<file path="config.mk">
export PLATFORM = sky130hd
export DESIGN_NAME = slr_regs
export DESIGN_NICKNAME = d
export VERILOG_FILES = /design/src/hdl/slr_pkg.sv /design/src/hdl/slr_sync.sv /design/src/hdl/slr_flag.sv /design/src/hdl/slr_regs.sv
export SDC_FILE = /design/constraint.sdc
export NUM_CORES = 1
export LEC_CHECK = 0
export BUFFER_PORTS_ARGS = -buffer_cell sky130_fd_sc_hd__buf_2
export CORE_ASPECT_RATIO = 1.4
export CORE_UTILIZATION = 25
export CTS_BUF_LIST = sky130_fd_sc_hd__clkbuf_8
export CTS_CLUSTER_DIAMETER = 100
export DETAILED_ROUTE_END_ITERATION = 10
export GPL_ROUTABILITY_DRIVEN = 0
export GPL_TIMING_DRIVEN = 0
export PLACE_DENSITY = 0.5
export SYNTH_ARGS = -nofsm -noshare
export SYNTH_HDL_FRONTEND = slang
export SYNTH_HIERARCHICAL = 1
export SYNTH_SLANG_ARGS = --single-unit
</file>
<file path="constraint.sdc">
create_clock -name pclk -period 4.1 [get_ports pclk]
set_input_delay 0 -clock pclk [delete_from_list [all_inputs] [get_ports pclk]]
set_output_delay 0 -clock pclk [all_outputs]
set_load 0.02 [all_outputs]
</file>
<file path="src/hdl/slr_pkg.sv">
// Constants, types and helpers for the socket legacy control registers.
// Assumes an APB master on pclk; card, device and diagnostic registers sit in the low byte of a word, identification uses all 32 bits.
package slr_pkg;

  // Printed register indices; byte address is four times the index
  localparam logic [9:0]  IDX_ID     = 10'h000;
  localparam logic [9:0]  IDX_CARD   = 10'h091;
  localparam logic [9:0]  IDX_DEVICE = 10'h092;
  localparam logic [9:0]  IDX_DIAG   = 10'h093;
  localparam int          ADDR_W     = 12;

  // Reset values
  localparam logic [7:0]  RST_CARD   = 8'h00;
  localparam logic [7:0]  RST_DEVICE = 8'h66;
  localparam logic [7:0]  RST_DIAG   = 8'h61;

  // Plain storage bits that a write may change; flag bit is handled apart
  localparam logic [7:0]  WR_CARD    = 8'he6;
  localparam logic [7:0]  WR_DEVICE  = 8'h6f;
  localparam logic [7:0]  WR_DIAG    = 8'hff;

  // Card control fields
  localparam int CC_RING    = 7;
  localparam int CC_ZOOM    = 6;
  localparam int CC_SPARE   = 5;
  localparam int CC_AUDIO   = 2;
  localparam int CC_SPEAKER = 1;
  localparam int CC_FLAG    = 0;
  // Device control fields
  localparam int DC_LOWV  = 6;
  localparam int DC_DIAG  = 5;
  localparam int DC_TEST  = 3;
  localparam int DC_MODE  = 1;
  localparam int DC_RSVD0 = 0;
  // Diagnostic fields
  localparam int DG_MASK  = 7;
  localparam int DG_ASYNC = 0;

  localparam int SYNC_W   = 4;

  typedef enum logic [1:0] {
    MODE_PAR_PCI,
    MODE_PAR_IRQ_PAR_PCI,
    MODE_SER_IRQ_PAR_PCI,
    MODE_SER_IRQ_SER_PCI
  } slr_mode_type;

  typedef struct packed {
    logic serial_irq;
    logic parallel_irq;
    logic serial_pci;
    logic parallel_pci;
  } slr_route_type;

  function automatic slr_route_type slr_mode_decode(input logic [1:0] m);
    slr_route_type r;
    r = '0;
    case (slr_mode_type'(m))
      MODE_PAR_PCI:         r.parallel_pci = 1'b1;
      MODE_PAR_IRQ_PAR_PCI: r = '{1'b0, 1'b1, 1'b0, 1'b1};
      MODE_SER_IRQ_PAR_PCI: r = '{1'b1, 1'b0, 1'b0, 1'b1};
      MODE_SER_IRQ_SER_PCI: r = '{1'b1, 1'b0, 1'b1, 1'b0};
      default:              r = '0;
    endcase
    return r;
  endfunction

endpackage

</file>
<file path="src/hdl/slr_sync.sv">
// Two-flop synchroniser for a group of pin levels.
// Assumes the inputs are asynchronous levels; first stage feeds only the second.
`timescale 1ns/1ps
module slr_sync
  import slr_pkg::*;
#(
  parameter int WIDTH = SYNC_W
) (
  input  wire logic             clk,     // Register clock
  input  wire logic             rst_n,   // Async reset, active low
  input  wire logic             ce,      // Clock enable
  input  wire logic [WIDTH-1:0] din,     // Asynchronous levels
  output logic      [WIDTH-1:0] dout     // Synchronised levels
);
  logic [WIDTH-1:0] meta;

  always_ff @(posedge clk or negedge rst_n) begin
    if (!rst_n) begin
      meta <= '0;
      dout <= '0;
    end else if (ce) begin
      meta <= din;
      dout <= meta;
    end
  end
endmodule // slr_sync

</file>
<file path="src/hdl/slr_flag.sv">
// Sticky event flag with write-one-to-clear.
// Assumes set and clear are single-clock-domain levels.
`timescale 1ns/1ps
module slr_flag (
  input  wire logic clk,     // Register clock
  input  wire logic rst_n,   // Async reset, active low
  input  wire logic ce,      // Clock enable
  input  wire logic set,     // Event level
  input  wire logic clr,     // Clear strobe
  output logic      q        // Sticky flag
);
  wire next_q = set | (q & ~clr);

  always_ff @(posedge clk or negedge rst_n) begin
    if (!rst_n) begin
      q <= 1'b0;
    end else if (ce) begin
      q <= next_q;
    end
  end
endmodule // slr_flag

</file>
<file path="src/hdl/slr_regs.sv">
// Socket legacy control registers: card, device and diagnostic bytes on APB.
// Assumes an APB master on pclk; card pins arrive asynchronously,
// ring indicate comes from logic on pclk.
//
// The implementer's own choice: the APB slave port.
`timescale 1ns/1ps

////////////////////////////////////////////////////////////////////////////////
// Notes on behaviour
// - Card bit 7 gates ring indicate; routes to ring pin or multifunction pin.
// - Card bit 6 set floats the zoom video terminals.
// - Card bit 2 forwards card audio PWM to internal audio PWM signal.
// - Speaker output carries card speaker data only while card bit 1 set.
// - Card bit 0 sets on card functional interrupt; write one clears.
// - Card bit 5 plain storage; bits 4 and 3 read zero.
// - Device bits 7 and 4 read zero; writes ignored.
// - Device bit 6 forces low voltage capability; resets to one.
// - Device bit 3 shortens interrogation counter; software writes zero.
// - Device bits 2-1 select interrupt signalling mode; reset 11.
// - Diagnostic bit 0 lets status change interrupts skip clock wait.
// - Diagnostic bit 7 makes identification reads return all ones.
module slr_regs
  import slr_pkg::*;
#(
  parameter logic [15:0] VENDOR_ID = 16'h1234,  // Arbitrary value
  parameter logic [15:0] DEVICE_ID = 16'h5678   // Arbitrary value
) (
  input  wire logic              pclk,                // Bus clock
  input  wire logic              presetn,             // Async reset, low
  input  wire logic              pce,                 // Clock enable
  input  wire logic              psel,                // APB select
  input  wire logic              penable,             // APB enable
  input  wire logic              pwrite,              // APB write
  input  wire logic [ADDR_W-1:0] paddr,               // APB byte address
  input  wire logic [31:0]       pwdata,              // APB write data
  output logic      [31:0]       prdata,              // APB read data
  output logic                   pready,              // APB ready
  output logic                   pslverr,             // APB error
  input  wire logic              ring_indicate_in,    // Ring indicate source
  input  wire logic              ring_pin_select,     // 0: ring pin
  input  wire logic              card_audio_in,       // Card audio PWM pin
  input  wire logic              card_speaker,        // Card speaker pin
  input  wire logic              card_func_irq,       // Card interrupt pin
  input  wire logic              card_status_change,  // Status change pin
  output logic                   ring_indicate_out,   // To ring pin
  output logic                   ring_mfunc_out,      // To multifunction pin
  output logic                   zoom_video_oe_n,     // Low drives zoom pins
  output logic                   audio_pwm_signal,    // To pin selectors
  output logic                   speaker_out_pin,     // Speaker data
  output logic                   speaker_out_oe_n,    // Low drives speaker
  output logic                   card_irq_flag,       // Sticky card flag
  output logic                   low_volt_capable,    // Report 3 V capable
  output logic                   interrogation_short, // Short counter
  output slr_route_type          irq_route,           // Signalling paths
  output logic                   diag_io_bit,         // Device diag bit
  output logic [7:0]             diagnostic_control,  // Diagnostic byte
  output logic                   status_change_irq    // Status change irq
);

////////////////////////////////////////////////////////////////////////////////
// Register storage

  logic [7:0] card_control;
  logic [7:0] device_control;
  logic       flag_q;
  logic [SYNC_W-1:0] pins_s;
  logic       change_late;

  wire audio_s   = pins_s[0];
  wire speaker_s = pins_s[1];
  wire irq_s     = pins_s[2];
  wire change_s  = pins_s[3];

////////////////////////////////////////////////////////////////////////////////
// APB decode

  wire [9:0] word_idx  = paddr[ADDR_W-1:2];
  wire       hit_id    = (word_idx == IDX_ID);
  wire       hit_card  = (word_idx == IDX_CARD);
  wire       hit_dev   = (word_idx == IDX_DEVICE);
  wire       hit_diag  = (word_idx == IDX_DIAG);
  wire       hit_any   = hit_id | hit_card | hit_dev | hit_diag;
  wire       setup_ph  = psel & ~penable & ~pready;
  wire       commit    = psel & penable & pready;
  wire       wr_ok     = commit & pwrite & hit_any;
  wire       wr_card   = wr_ok & hit_card;
  wire       wr_dev    = wr_ok & hit_dev;
  wire       wr_diag   = wr_ok & hit_diag;
  wire [7:0] wbyte     = pwdata[7:0];

  wire       flag_clr  = wr_card & wbyte[CC_FLAG];

  wire [7:0] card_rd   = (card_control & WR_CARD) | {7'h00, flag_q};
  wire [7:0] dev_rd    = device_control & WR_DEVICE;
  wire [31:0] id_rd    = diagnostic_control[DG_MASK] ? 32'hffff_ffff
                                                      : {DEVICE_ID, VENDOR_ID};

  wire [31:0] rd_mux   = hit_id   ? id_rd :
                         hit_card ? {24'h000000, card_rd} :
                         hit_dev  ? {24'h000000, dev_rd} :
                         hit_diag ? {24'h000000, diagnostic_control} :
                                    32'h0000_0000;

  wire [7:0] next_card = (card_control & ~WR_CARD) | (wbyte & WR_CARD);
  wire [7:0] next_dev  = (device_control & ~WR_DEVICE) | (wbyte & WR_DEVICE);
  wire [7:0] next_diag = (diagnostic_control & ~WR_DIAG) | (wbyte & WR_DIAG);

////////////////////////////////////////////////////////////////////////////////
// APB answer: no wait state; read data comes from a flop loaded in the setup phase

  always_ff @(posedge pclk or negedge presetn) begin
    if (!presetn) begin
      pready  <= 1'b0;
      pslverr <= 1'b0;
      prdata  <= 32'h0000_0000;
    end else if (pce) begin
      pready  <= setup_ph;
      pslverr <= setup_ph & ~hit_any;
      if (setup_ph) begin
        prdata <= pwrite ? 32'h0000_0000 : rd_mux;
      end
    end
  end

////////////////////////////////////////////////////////////////////////////////
// Register writes

  always_ff @(posedge pclk or negedge presetn) begin
    if (!presetn) begin
      card_control       <= RST_CARD;
      device_control     <= RST_DEVICE;
      diagnostic_control <= RST_DIAG;
    end else if (pce) begin
      if (wr_card) begin
        card_control <= next_card;
      end
      if (wr_dev) begin
        device_control <= next_dev;
      end
      if (wr_diag) begin
        diagnostic_control <= next_diag;
      end
    end
  end

////////////////////////////////////////////////////////////////////////////////
// Pin synchronisers and the sticky flag

  slr_sync #(
    .WIDTH (SYNC_W)
  ) u_sync (
    .clk   (pclk),
    .rst_n (presetn),
    .ce    (pce),
    .din   ({card_status_change, card_func_irq, card_speaker, card_audio_in}),
    .dout  (pins_s)
  );

  slr_flag u_flag (
    .clk   (pclk),
    .rst_n (presetn),
    .ce    (pce),
    .set   (irq_s),
    .clr   (flag_clr),
    .q     (flag_q)
  );

////////////////////////////////////////////////////////////////////////////////
// Socket-facing outputs

  wire ring_en = card_control[CC_RING];
  wire spk_en  = card_control[CC_SPEAKER];

  always_ff @(posedge pclk or negedge presetn) begin
    if (!presetn) begin
      ring_indicate_out   <= 1'b0;
      ring_mfunc_out      <= 1'b0;
      zoom_video_oe_n     <= 1'b0;
      audio_pwm_signal    <= 1'b0;
      speaker_out_pin     <= 1'b0;
      speaker_out_oe_n    <= 1'b1;
      card_irq_flag       <= 1'b0;
      low_volt_capable    <= RST_DEVICE[DC_LOWV];
      interrogation_short <= RST_DEVICE[DC_TEST];
      irq_route           <= slr_mode_decode(RST_DEVICE[DC_MODE +: 2]);
      diag_io_bit         <= RST_DEVICE[DC_DIAG];
      change_late         <= 1'b0;
      status_change_irq   <= 1'b0;
    end else if (pce) begin
      ring_indicate_out   <= ring_en & ~ring_pin_select & ring_indicate_in;
      ring_mfunc_out      <= ring_en & ring_pin_select & ring_indicate_in;
      zoom_video_oe_n     <= card_control[CC_ZOOM];
      audio_pwm_signal    <= card_control[CC_AUDIO] & audio_s;
      speaker_out_pin     <= spk_en & speaker_s;
      speaker_out_oe_n    <= ~spk_en;
      card_irq_flag       <= flag_q;
      low_volt_capable    <= device_control[DC_LOWV];
      interrogation_short <= device_control[DC_TEST];
      irq_route           <= slr_mode_decode(device_control[DC_MODE +: 2]);
      diag_io_bit         <= device_control[DC_DIAG];
      change_late         <= change_s;
      status_change_irq   <= diagnostic_control[DG_ASYNC] ? change_s : change_late;
    end
  end

////////////////////////////////////////////////////////////////////////////////
// Assertions

  property p_ring_off;
    @(posedge pclk) disable iff (!presetn)
      (pce && !ring_en) |=> !ring_indicate_out && !ring_mfunc_out;
  endproperty
  a_ring_off: assert property (p_ring_off)
    else $error("ring output active while disabled");

  property p_ring_pin;
    @(posedge pclk) disable iff (!presetn)
      (pce && ring_en && !ring_pin_select && ring_indicate_in)
        |=> ring_indicate_out && !ring_mfunc_out;
  endproperty
  a_ring_pin: assert property (p_ring_pin)
    else $error("ring not routed to ring pin");

  property p_zoom;
    @(posedge pclk) disable iff (!presetn)
      pce && wr_card ##1 pce |=> zoom_video_oe_n == $past(wbyte[CC_ZOOM], 2);
  endproperty
  a_zoom: assert property (p_zoom)
    else $error("zoom float does not follow write");

  property p_audio;
    @(posedge pclk) disable iff (!presetn)
      (pce && !card_control[CC_AUDIO]) |=> !audio_pwm_signal;
  endproperty
  a_audio: assert property (p_audio)
    else $error("audio forwarded while off");

  property p_speaker;
    @(posedge pclk) disable iff (!presetn)
      (pce && !spk_en) |=> !speaker_out_pin && speaker_out_oe_n;
  endproperty
  a_speaker: assert property (p_speaker)
    else $error("speaker driven while disabled");

  property p_flag_set;
    @(posedge pclk) disable iff (!presetn)
      (pce && irq_s) |=> flag_q;
  endproperty
  a_flag_set: assert property (p_flag_set)
    else $error("interrupt lost");

  property p_flag_keep;
    @(posedge pclk) disable iff (!presetn)
      (pce && flag_q && wr_card && !wbyte[CC_FLAG]) |=> flag_q;
  endproperty
  a_flag_keep: assert property (p_flag_keep)
    else $error("flag cleared by zero write");

  property p_flag_clr;
    @(posedge pclk) disable iff (!presetn)
      (pce && flag_clr && !irq_s) |=> !flag_q;
  endproperty
  a_flag_clr: assert property (p_flag_clr)
    else $error("flag not cleared");

  property p_card_rsvd;
    @(posedge pclk) disable iff (!presetn)
      pready && hit_card && !pwrite |-> prdata[4:3] == 2'b00;
  endproperty
  a_card_rsvd: assert property (p_card_rsvd)
    else $error("card reserved bits nonzero");

  property p_dev_rsvd;
    @(posedge pclk) disable iff (!presetn)
      pready && hit_dev && !pwrite |-> !prdata[7] && !prdata[4];
  endproperty
  a_dev_rsvd: assert property (p_dev_rsvd)
    else $error("device reserved bits nonzero");

  property p_mode;
    @(posedge pclk) disable iff (!presetn)
      pce |=> irq_route == slr_mode_decode($past(device_control[DC_MODE +: 2]));
  endproperty
  a_mode: assert property (p_mode)
    else $error("mode decode wrong");

  property p_test;
    @(posedge pclk) disable iff (!presetn)
      pce && wr_dev ##1 pce |=> interrogation_short == $past(wbyte[DC_TEST], 2);
  endproperty
  a_test: assert property (p_test)
    else $error("test bit not applied");

  property p_lowv;
    @(posedge pclk) disable iff (!presetn)
      pce && wr_dev ##1 pce |=> low_volt_capable == $past(wbyte[DC_LOWV], 2);
  endproperty
  a_lowv: assert property (p_lowv)
    else $error("capability bit not applied");

  property p_async;
    @(posedge pclk) disable iff (!presetn)
      (pce && diagnostic_control[DG_ASYNC]) |=> status_change_irq == $past(change_s);
  endproperty
  a_async: assert property (p_async)
    else $error("status change not fast");

  property p_idmask;
    @(posedge pclk) disable iff (!presetn)
      (pce && setup_ph && hit_id && !pwrite && diagnostic_control[DG_MASK])
        |=> prdata == 32'hffff_ffff;
  endproperty
  a_idmask: assert property (p_idmask)
    else $error("identification not masked");

  property p_ring_mux;
    @(posedge pclk) disable iff (!presetn)
      (pce && ring_en && ring_pin_select && ring_indicate_in)
        |=> ring_mfunc_out && !ring_indicate_out;
  endproperty
  a_ring_mux: assert property (p_ring_mux)
    else $error("ring not routed to multifunction pin");

  property p_card_store;
    @(posedge pclk) disable iff (!presetn)
      (pce && wr_card) |=> card_control[CC_SPARE] == $past(wbyte[CC_SPARE]);
  endproperty
  a_card_store: assert property (p_card_store)
    else $error("card storage bit not written");

  property p_diag_hold;
    @(posedge pclk) disable iff (!presetn)
      (!pce || !wr_diag) |=> $stable(diagnostic_control);
  endproperty
  a_diag_hold: assert property (p_diag_hold)
    else $error("diagnostic byte changed without a write");

endmodule // slr_regs

</file>
==> impl_metrics.csv, run 1 <==
group,metric,value,unit
synth,synth.area.top_cells,"dfrtp_1 41%, mux2_2 13%, dfstp_2 12%",
setup_path,endpoint,"ring_mfunc_out",
route,routedWlPerCell,13.8,microns
synth,synth_compound_area_share,7.77,%
synth,synth_cell_types,40,
sta,final-setup-viol-count,0,
setup_path,reg2reg_slack,2.28,ns
layout,layout_common_cells,"86 x buf_2, 44 x dfrtp_1, 31 x mux2_2",
synth,netlist.area_leader.share,41.4,%
synth,synth_top_family_by_area,"multiplexers",
die,io_pins,113,
layout,nFillCells,1098,
die,die_w,89.1,microns
setup_path,worstReg2RegEnd,"device_control[0]",
clocking,cts-buffers-inserted,5,
global_route,grt_pass1_wl,10000,microns
clocking,clkSinkCount,56,
synth,synth_fp_nets,267,
route,dr.pass1.iters,4,
sta,rsz0062_at_grt,"no",
layout,nets,377,
setup_path,critPathRequiredTime,4.34,ns
power,p_per_area,280,nW/um^2
sta,slew_violations,0,
synth,synth_seq_area_share,53.3,%
synth,yosysWarnings,6,
setup_path,path_max_fanout,10,
sta,skew,0.00706,ns
route,via_per_inst,4.20,
sta,period_needed,1.93,ns
setup_path,setup.worst_path.class,"in2reg",
setup_path,r2r_cells,4,
hold_path,min_path_cells,4,
synth,ys_ff_latch,56,
route,drtIter0Drc,57,
clocking,cts_buffer_depth,2,
clocking,htree_levels,2,
sta,worst_pin_slew,0.736,ns
layout,diodes,0,
layout,final_area,3530,sq um
clocking,clk_latency,0.32,ns
placement,post_dp_cell_area,3260,sq um
setup_path,crit_start,"pce",
sta,max_freq,517,MHz
synth,synth_xor_area_share,0,%
setup_path,reg2reg_from,"pready",
power,total_power,0.989,mW
route,via_count,1934,
setup_path,crit_chain,"dlygate4sd3_1, buf_2, buf_2, clkbuf_1, nand4_1, dlygate4sd3_1, o21ai_0",
global_route,gr-total-overflow,0,
die,core_area,10300,sq um
power,p_leak,1.79,nW
die,die_y,124,microns
setup_path,cp_slowest_cell,"dlygate4sd3_1",
global_route,antenna_found_initial,0,
clocking,cts_setup_buffers,0,
power,ir_drop,125,uV
placement,portBuffers,85,
sta,hold_viol_final,0,
clocking,clockRootBuffer,"clkbuf_8",
clocking,clk_pin_slew,0.10,ns
sta,slew_headroom,50.9,%
layout,final_common_cell,"buf_2",
sta,setup_tns,0,ns
setup_path,crit_arrival,2.18,ns
placement,dpl.hpwl,4780,microns
sta,fin_crit_sh,47.1,%
synth,synthAdderAreaFrac,0,%
layout,layout-drive-gt1-share,55.3,%
die,start_util,25.7,%
synth,synth_cells,211,
setup_path,worst_setup_path_start_kind,"input port",
setup_path,critPathCaptureType,"register",
route,drc,0,
die,die_area,11100,sq um
synth,synthMuxAreaShare,19.2,%
setup_path,slowest_delay,0.58,ns
synth,yosys.area_share.simple,10.6,%
flow_run,max-cap-violations,0,
route,drt-total-wl,6360,microns
route,ant_nets,0,
layout,area_growth_syn_to_layout,32.9,%
global_route,grt_max_degree,57,
hold_path,hp-class,"in2reg",
synth,synth_largest_area_cell,"dfrtp_1",
die,fp-row-count,44,
synth,syn-cell-area,2660,sq um
clocking,cts_tree,"yes",
global_route,grt_pass1_vias,1853,
run_status,status,"finished clean",
synth,synth_area_per_cell,12.6,sq um
global_route,grt_usage,12.2,%
[sequential cells by signal, indices dropped and copies added (netlist names), 4 cells and up]
register            cells
card_control            5
device_control          6
diagnostic_control      8
irq_route               4
prdata                 10
u_sync/dout             4
u_sync/meta             4
[power breakdown]
part | switching, mW | internal [mW] | total (mW)
registers | 0.00930 | 0.568 | 0.577
logic | 0.0490 | 0.0492 | 0.0983
clock network | 0.178 | 0.135 | 0.313
total | 0.236 | 0.753 | 0.989
[worst max-delay path, delay by kind of cell]
kind	cells	cell delay, ns
buf+inv	5	1.96
simple gates	1	0.14
compound gates	1	0.07
[per-stage QoR]
stage                     instances  setup slack [ns]  utilization, %  hold slack, ns
final                           460              2.17            34.1          0.0377
after floorplan                 211              2.42               -          -0.296
after global routing            460              2.04            34.1          0.0657
after detailed placement        434              2.18            31.5           0.235
after CTS                       459              2.17            34.0          0.0127
after global placement          434              2.21            31.5           0.234
[how the worst min path moves through the flow]
stage	start	endpoint	slack [ns]
final	paddr[10]	prdata[5]	0.04
after global routing	paddr[10]	prdata[5]	0.07
after CTS	presetn	prdata[30]	0.01
after detailed placement	card_speaker	u_sync/meta[1]	0.23
after global placement	pwrite	prdata[30]	0.23
after floorplan	presetn	audio_pwm_signal	-0.30
[timing repair]
action,4_1_cts,5_1_grt
hold buffers,17,1
endpoints found under the setup margin,0,0
resized for setup,0,0
hold endpoints to repair,28,44
[routing by layer]
| metal | vias to the layer above | GRT usage (%) | part of all wire [%] |
|---|---|---|---|
| li1 | 947 | - | - |
| met4 | 0 | 4.46 | 1.6 |
| met1 | 914 | 15.0 | 43 |
| met5 | - | 0 | 0 |
| met2 | 67 | 20.6 | 49 |
| met3 | 6 | 2.92 | 6.2 |
[cell type report]
cell class                      count  area [sq um]  area share [%]
Clock buffer                        6          82.6            2.34
Inverter                            9          33.8           0.957
Clock inverter                      2          10.0           0.283
Buffer                             31           209            5.92
Tap cell                          138           173            4.89
Timing Repair Buffer              103           608            17.2
Multi-Input combinational cell    115           998            28.3
Sequential cell                    56          1420            40.1
[cells by family (layout without fill, tap and decap cells)]
| group | count (synthesis) | count (layout) |
|---|---|---|
| AO/OA/AOI/OAI | 32 | 32 |
| buffers and inverters | 40 | 151 |
| flip-flops | 56 | 56 |
| multiplexers | 43 | 43 |
| AND/OR/NAND/NOR | 40 | 40 |
[cells in the mapped netlist]
library cell,count
dfrtp_1,44
nor4_4,1
nand2_4,1
nand2_1,13
a21oi_1,2
and4b_2,1
nand4bb_1,2
buf_6,1
a221oi_1,3
nor4b_4,1
mux2_4,8
mux2_2,31
nand4_1,1
o22ai_1,2
buf_2,2
o21ai_0,15
and4_1,1
nand3b_1,1
o21a_1,1
a31o_2,1
nand2b_1,1
and2_1,1
nand4b_1,2
a211oi_1,2
a41oi_1,1
inv_1,9
and3_2,2
nand3_1,4
mux2i_1,4
o41ai_1,2
clkbuf_1,6
buf_4,22
a22o_1,2
and4bb_2,1
nor4_1,1
o31ai_1,1
dfstp_2,12
nor3_4,1
nor2_1,4
and3_1,1
No activity file was read; power rests on OpenSTA's default activity.
==> inputs of run 2 (changes only) <==
Clock period 4.1 ns to 1.8 ns, I/O delays scaled along.
==> run 2 against run 1 <==
Sequential cell count stayed put. Critical path depth is 2 lower. Power is 130% higher. Global-route usage is 0.083 points higher. Clock power is 130% higher. Sequential share of layout area is 0.39 points lower. Critical path type is now reg2reg. First-iteration DRC count is 14% lower. Largest cell class unchanged. Worst setup slack worse by 2.0 ns. Core utilization is 0.34 points higher.
==> impl_metrics.csv, run 2 (synthesis results as in run 1) <==
group,metric,value,unit
run_status,status,"finished clean",
global_route,antenna_found_initial,0,
layout,largest_registers,"prdata x10, diagnostic_control x8, device_control x6",
flow_run,max-cap-violations,0,
sta,slew_headroom,51.3,%
sta,final-setup-viol-count,0,
global_route,grt_usage,12.3,%
layout,diodes,0,
layout,largest_register_ff_count,10,
clocking,cts-buffers-inserted,5,
clocking,htree_levels,2,
sta,fin_crit_sh,92.8,%
layout,layout_common_cells,"86 x buf_2, 44 x dfrtp_1, 31 x mux2_2",
route,drtIter0Drc,49,
setup_path,worst_setup_path_start_kind,"register",
sta,skew,0.00771,ns
die,io_pins,113,
clocking,clk_pin_slew,0.10,ns
route,via_count,1937,
die,core_area,10300,sq um
hold_path,hp-class,"in2reg",
die,fp-row-count,44,
power,p_per_area,632,nW/um^2
clocking,cts_tree,"yes",
sta,slew_violations,0,
route,dr.pass1.iters,4,
route,drc,0,
setup_path,setup.worst_path.class,"reg2reg",
sta,max_freq,599,MHz
die,die_y,124,microns
global_route,grt_pass1_wl,10100,microns
route,routedWlPerCell,13.8,microns
layout,layout-drive-gt1-share,56.5,%
die,die_w,89.1,microns
die,start_util,25.7,%
setup_path,crit_arrival,1.87,ns
sta,hold_viol_final,0,
power,total_power,2.25,mW
clocking,cts_buffer_depth,2,
global_route,grt_max_degree,57,
clocking,clockRootBuffer,"clkbuf_8",
setup_path,critPathRequiredTime,2.00,ns
setup_path,critPathCaptureType,"register",
power,switching_power,0.538,mW
power,clock_power_share,31.6,%
layout,top_register,"prdata",
placement,portBuffers,85,
setup_path,path_max_fanout,6,
placement,post_dp_cell_area,3260,sq um
sta,period_needed,1.67,ns
clocking,clkSinkCount,56,
sta,worst_pin_slew,0.731,ns
placement,dpl.hpwl,4780,microns
layout,final_common_cell,"buf_2",
global_route,grt_pass1_vias,1870,
layout,final_util,34.5,%
power,ir_drop,285,uV
route,via_per_inst,4.19,
power,internal-power,1.71,mW
global_route,gr-total-overflow,0,
layout,nets,379,
power,switching_share,23.9,%
layout,area_growth_syn_to_layout,34.2,%
route,ant_nets,0,
power,pwr-share-seq,58.4,%
layout,final_area,3570,sq um
power,p_leak,1.80,nW
sta,rsz0062_at_grt,"no",
clocking,clk_latency,0.31,ns
die,die_area,11100,sq um
power,power_frac_comb,10.0,%
route,drt-total-wl,6400,microns
layout,nFillCells,1092,
## run 2: cell count changes in the layout (fill, tap and decap cells not counted), sizes merged
cell  previous run  this run
buf            110       112
## run 2: repair_timing
action,in CTS,in global routing
setup buffers,2,0
resized for setup,0,3
endpoints found under the setup margin,3,9
hold buffers,17,1
pin swaps,2,0
hold endpoints to repair,28,44
## run 2: critical path: stages, from the launching register on
cell and delay, ns:
dfrtp_1 0.39, and4_1 0.24, nand2_2 0.13, nor4b_4 0.26
buf_4 0.20, mux2_2 0.34
## run 2: layout make-up
| cell class | count | area [sq um] | area share (%) |
|---|---|---|---|
| multi-input cells | 115 | 1010 | 28.2 |
| repair buffers | 105 | 636 | 17.8 |
| clock inverters | 2 | 10.0 | 0.281 |
| well taps | 138 | 173 | 4.84 |
| inverters | 9 | 33.8 | 0.947 |
| clock buffers | 6 | 82.6 | 2.32 |
| plain buffers | 31 | 209 | 5.86 |
| flip-flops and latches | 56 | 1420 | 39.7 |
## run 2: routing by layer
metal / global-route usage, % / up-vias / routed length [microns]
met5: 0 / - / 0
li1: - / 950 / -
met1: 15.2 / 916 / 2770
met4: 4.46 / 0 / 100
met2: 20.6 / 65 / 3130
met3: 2.92 / 6 / 389
## run 2: through the flow
step	hold slack, ns	TNS [ns]	setup WS, ns	instances
after floorplan	-0.296	0	0.118	211
after global placement	0.234	-0.495	-0.0878	434
final	0.0120	0	0.130	462
after detailed placement	0.235	-0.622	-0.116	434
after CTS	0.000315	0	0.00247	461
after global routing	0.0283	0	0.0101	462
## run 2: power groups by stage
stage	clock network, mW	logic (mW)	registers (mW)
3_5_place_dp	0	0.200	1.34
2_1_floorplan	0	0.0922	1.34
6_report	0.712	0.225	1.32
3_3_place_gp	0	0.194	1.34
5_1_grt	0.794	0.249	1.32
4_1_cts	0.749	0.226	1.32
## run 2: path summary, 6_finish.rpt
check / from / endpoint / slack, ns / cells past startpoint
setup / recovery: pready / device_control[0] / 0.13 / 5
hold / removal: pce / u_flag/q / 0.01 / 3
setup reg to reg: pready / device_control[0] / 0.13 / 5
hold reg to reg: irq_route[1] / irq_route[1] / 0.47 / 2
max in group asynchronous: presetn / irq_route[0] / 1.04 / 2
min in group asynchronous: presetn / prdata[29] / 0.29 / 2
==> inputs of run 3 (changes only) <==
Settings changed: GPL_TIMING_DRIVEN 0 to default, MAX_ROUTING_LAYER from default to met4, SKIP_LAST_GASP from default to 1.
==> run 3 against run 2 <==
Critical path depth stayed put. Non-clock buffer count decreased by 23. Count of clock-buffer cells in the layout fell by 1. Worst setup slack got worse by 0.014 ns. Routed wire length is 3.4% lower. Die area unchanged. Sequential share of layout area increased by 2.2 points. Global-route usage is 0.20 points lower. Design area down 5.2%. Combinational power is 2% lower. Register-to-register slack barely moved. Clock power decreased by 6.3%. Critical path type unchanged. Largest cell class unchanged.
==> impl_metrics.csv, run 3 (synthesis results as in run 1) <==
group,metric,value,unit
run_status,status,"finished clean",
layout,nets,356,
layout,final-seq-area,1420,sq um
setup_path,r2r_cells,5,
setup_path,critPathRequiredTime,2.01,ns
layout,largest_registers,"prdata x10, diagnostic_control x8, device_control x6",
setup_path,worst_setup_path_start_kind,"register",
route,dr.pass1.iters,4,
setup_path,worstReg2RegEnd,"device_control[0]",
hold_path,holdPathEnd,"prdata[29]",
placement,portBuffers,86,
sta,final-setup-viol-count,0,
die,io_pins,113,
die,start_util,25.7,%
layout,layout_common_cells,"86 x buf_2, 44 x dfrtp_1, 31 x mux2_2",
route,ant_nets,0,
clocking,cts_buffer_depth,2,
route,via_count,1906,
clocking,htree_levels,2,
layout,final_common_cell,"buf_2",
setup_path,critPathCaptureType,"register",
route,routedWlPerCell,14.1,microns
clocking,clk_latency,0.31,ns
power,p_leak,1.70,nW
power,ir_drop,241,uV
global_route,grt_pass1_wl,9650,microns
layout,diodes,0,
die,die_y,124,microns
global_route,grt_usage,12.1,%
sta,max_freq,594,MHz
sta,slew_violations,0,
layout,top_register,"prdata",
sta,slew_headroom,51.3,%
sta,fin_crit_sh,93.6,%
route,via_per_inst,4.34,
layout,area_growth_syn_to_layout,27.2,%
layout,finalNonFillerCells,439,
clocking,cts_setup_buffers,0,
hold_path,min_path_cells,4,
global_route,grt_pass1_vias,1769,
sta,worst_pin_slew,0.731,ns
placement,dpl.hpwl,4430,microns
clocking,cts_tree,"yes",
sta,skew,0.00906,ns
layout,layout-drive-gt1-share,53.2,%
clocking,clk_pin_slew,0.10,ns
hold_path,hold_start,"paddr[8]",
flow_run,max-cap-violations,0,
placement,dp_cells,413,
route,drtIter0Drc,42,
global_route,antenna_found_initial,0,
sta,setup_tns,0,ns
power,p_per_area,652,nW/um^2
sta,hold_viol_final,0,
clocking,cts-buffers-inserted,5,
route,drc,0,
clocking,clockRootBuffer,"clkbuf_8",
global_route,gr-total-overflow,0,
placement,dpl_worst_slack,0.140,ns
setup_path,setup.worst_path.class,"reg2reg",
setup_path,path_max_fanout,6,
layout,multi_input_area,998,sq um
die,fp-row-count,44,
setup_path,reg2reg_from,"pready",
global_route,grt_max_degree,57,
setup_path,reg2reg_slack,0.12,ns
layout,largest_register_ff_count,10,
route,drt-total-wl,6180,microns
layout,final_util,32.7,%
die,die_w,89.1,microns
die,core_area,10300,sq um
setup_path,crit_arrival,1.89,ns
layout,nFillCells,1090,
clocking,clkSinkCount,56,
hold_path,hp-class,"in2reg",
sta,setup_slack,0.115,ns
sta,rsz0062_at_grt,"no",
die,die_area,11100,sq um
sta,period_needed,1.68,ns
## run 3: critical path, cell delays in order (launching register included)
cell and delay, ns:
dfrtp_1 0.38, and4_1 0.26, nand2_1 0.17, nor4b_4 0.24, buf_4 0.20, mux2_2 0.33
## run 3: layout make-up
cell class                 count  area share, %
sequential                    56           41.9
tap                          138           5.11
clock inverter                 3          0.333
timing repair buffer         113           20.1
inverter                       9           1.00
clock buffer                   5           2.04
multi-input combinational    115           29.5
## run 3: timing repair
action                                 4_1_cts  5_1_grt
resized for setup                            0        0
hold buffers                                18        0
endpoints found under the hold margin       72        0
## run 3: power breakdown
part / switching [mW] / internal, mW / leakage, nW / total (mW)
Combinational: 0.108 / 0.112 / 0.945 / 0.221
Sequential: 0.0210 / 1.29 / 0.699 / 1.31
Clock: 0.406 / 0.261 / 0.0519 / 0.667
Total: 0.535 / 1.67 / 1.70 / 2.20
## run 3: how the worst max path moves through the flow
stage,start,end,slack (ns),cells after the start
after floorplan,pready,device_control[0],0.12,4
after global placement,pready,device_control[3],0.15,5
after detailed placement,pready,device_control[3],0.14,5
after CTS,pready,device_control[3],0.12,5
after global routing,pready,device_control[3],0.03,5
final,pready,device_control[0],0.12,5
## run 3: layer usage
metal,track usage (%),wire length (microns)
met5,-,0
met4,4.17,86
met2,19.5,3030
met1,15.2,2810
met3,2.19,252
## run 3: stage by stage
stage / instance area [sq um] / power [mW] / hold slack, ns
3_3_place_gp: 3120 / 1.53 / 0.194
2_1_floorplan: 2660 / 1.44 / -0.296
5_1_grt: 3380 / 2.32 / 0.112
4_1_cts: 3380 / 2.25 / 0.0912
6_report: 3380 / 2.20 / 0.0945
3_5_place_dp: 3120 / 1.54 / 0.207
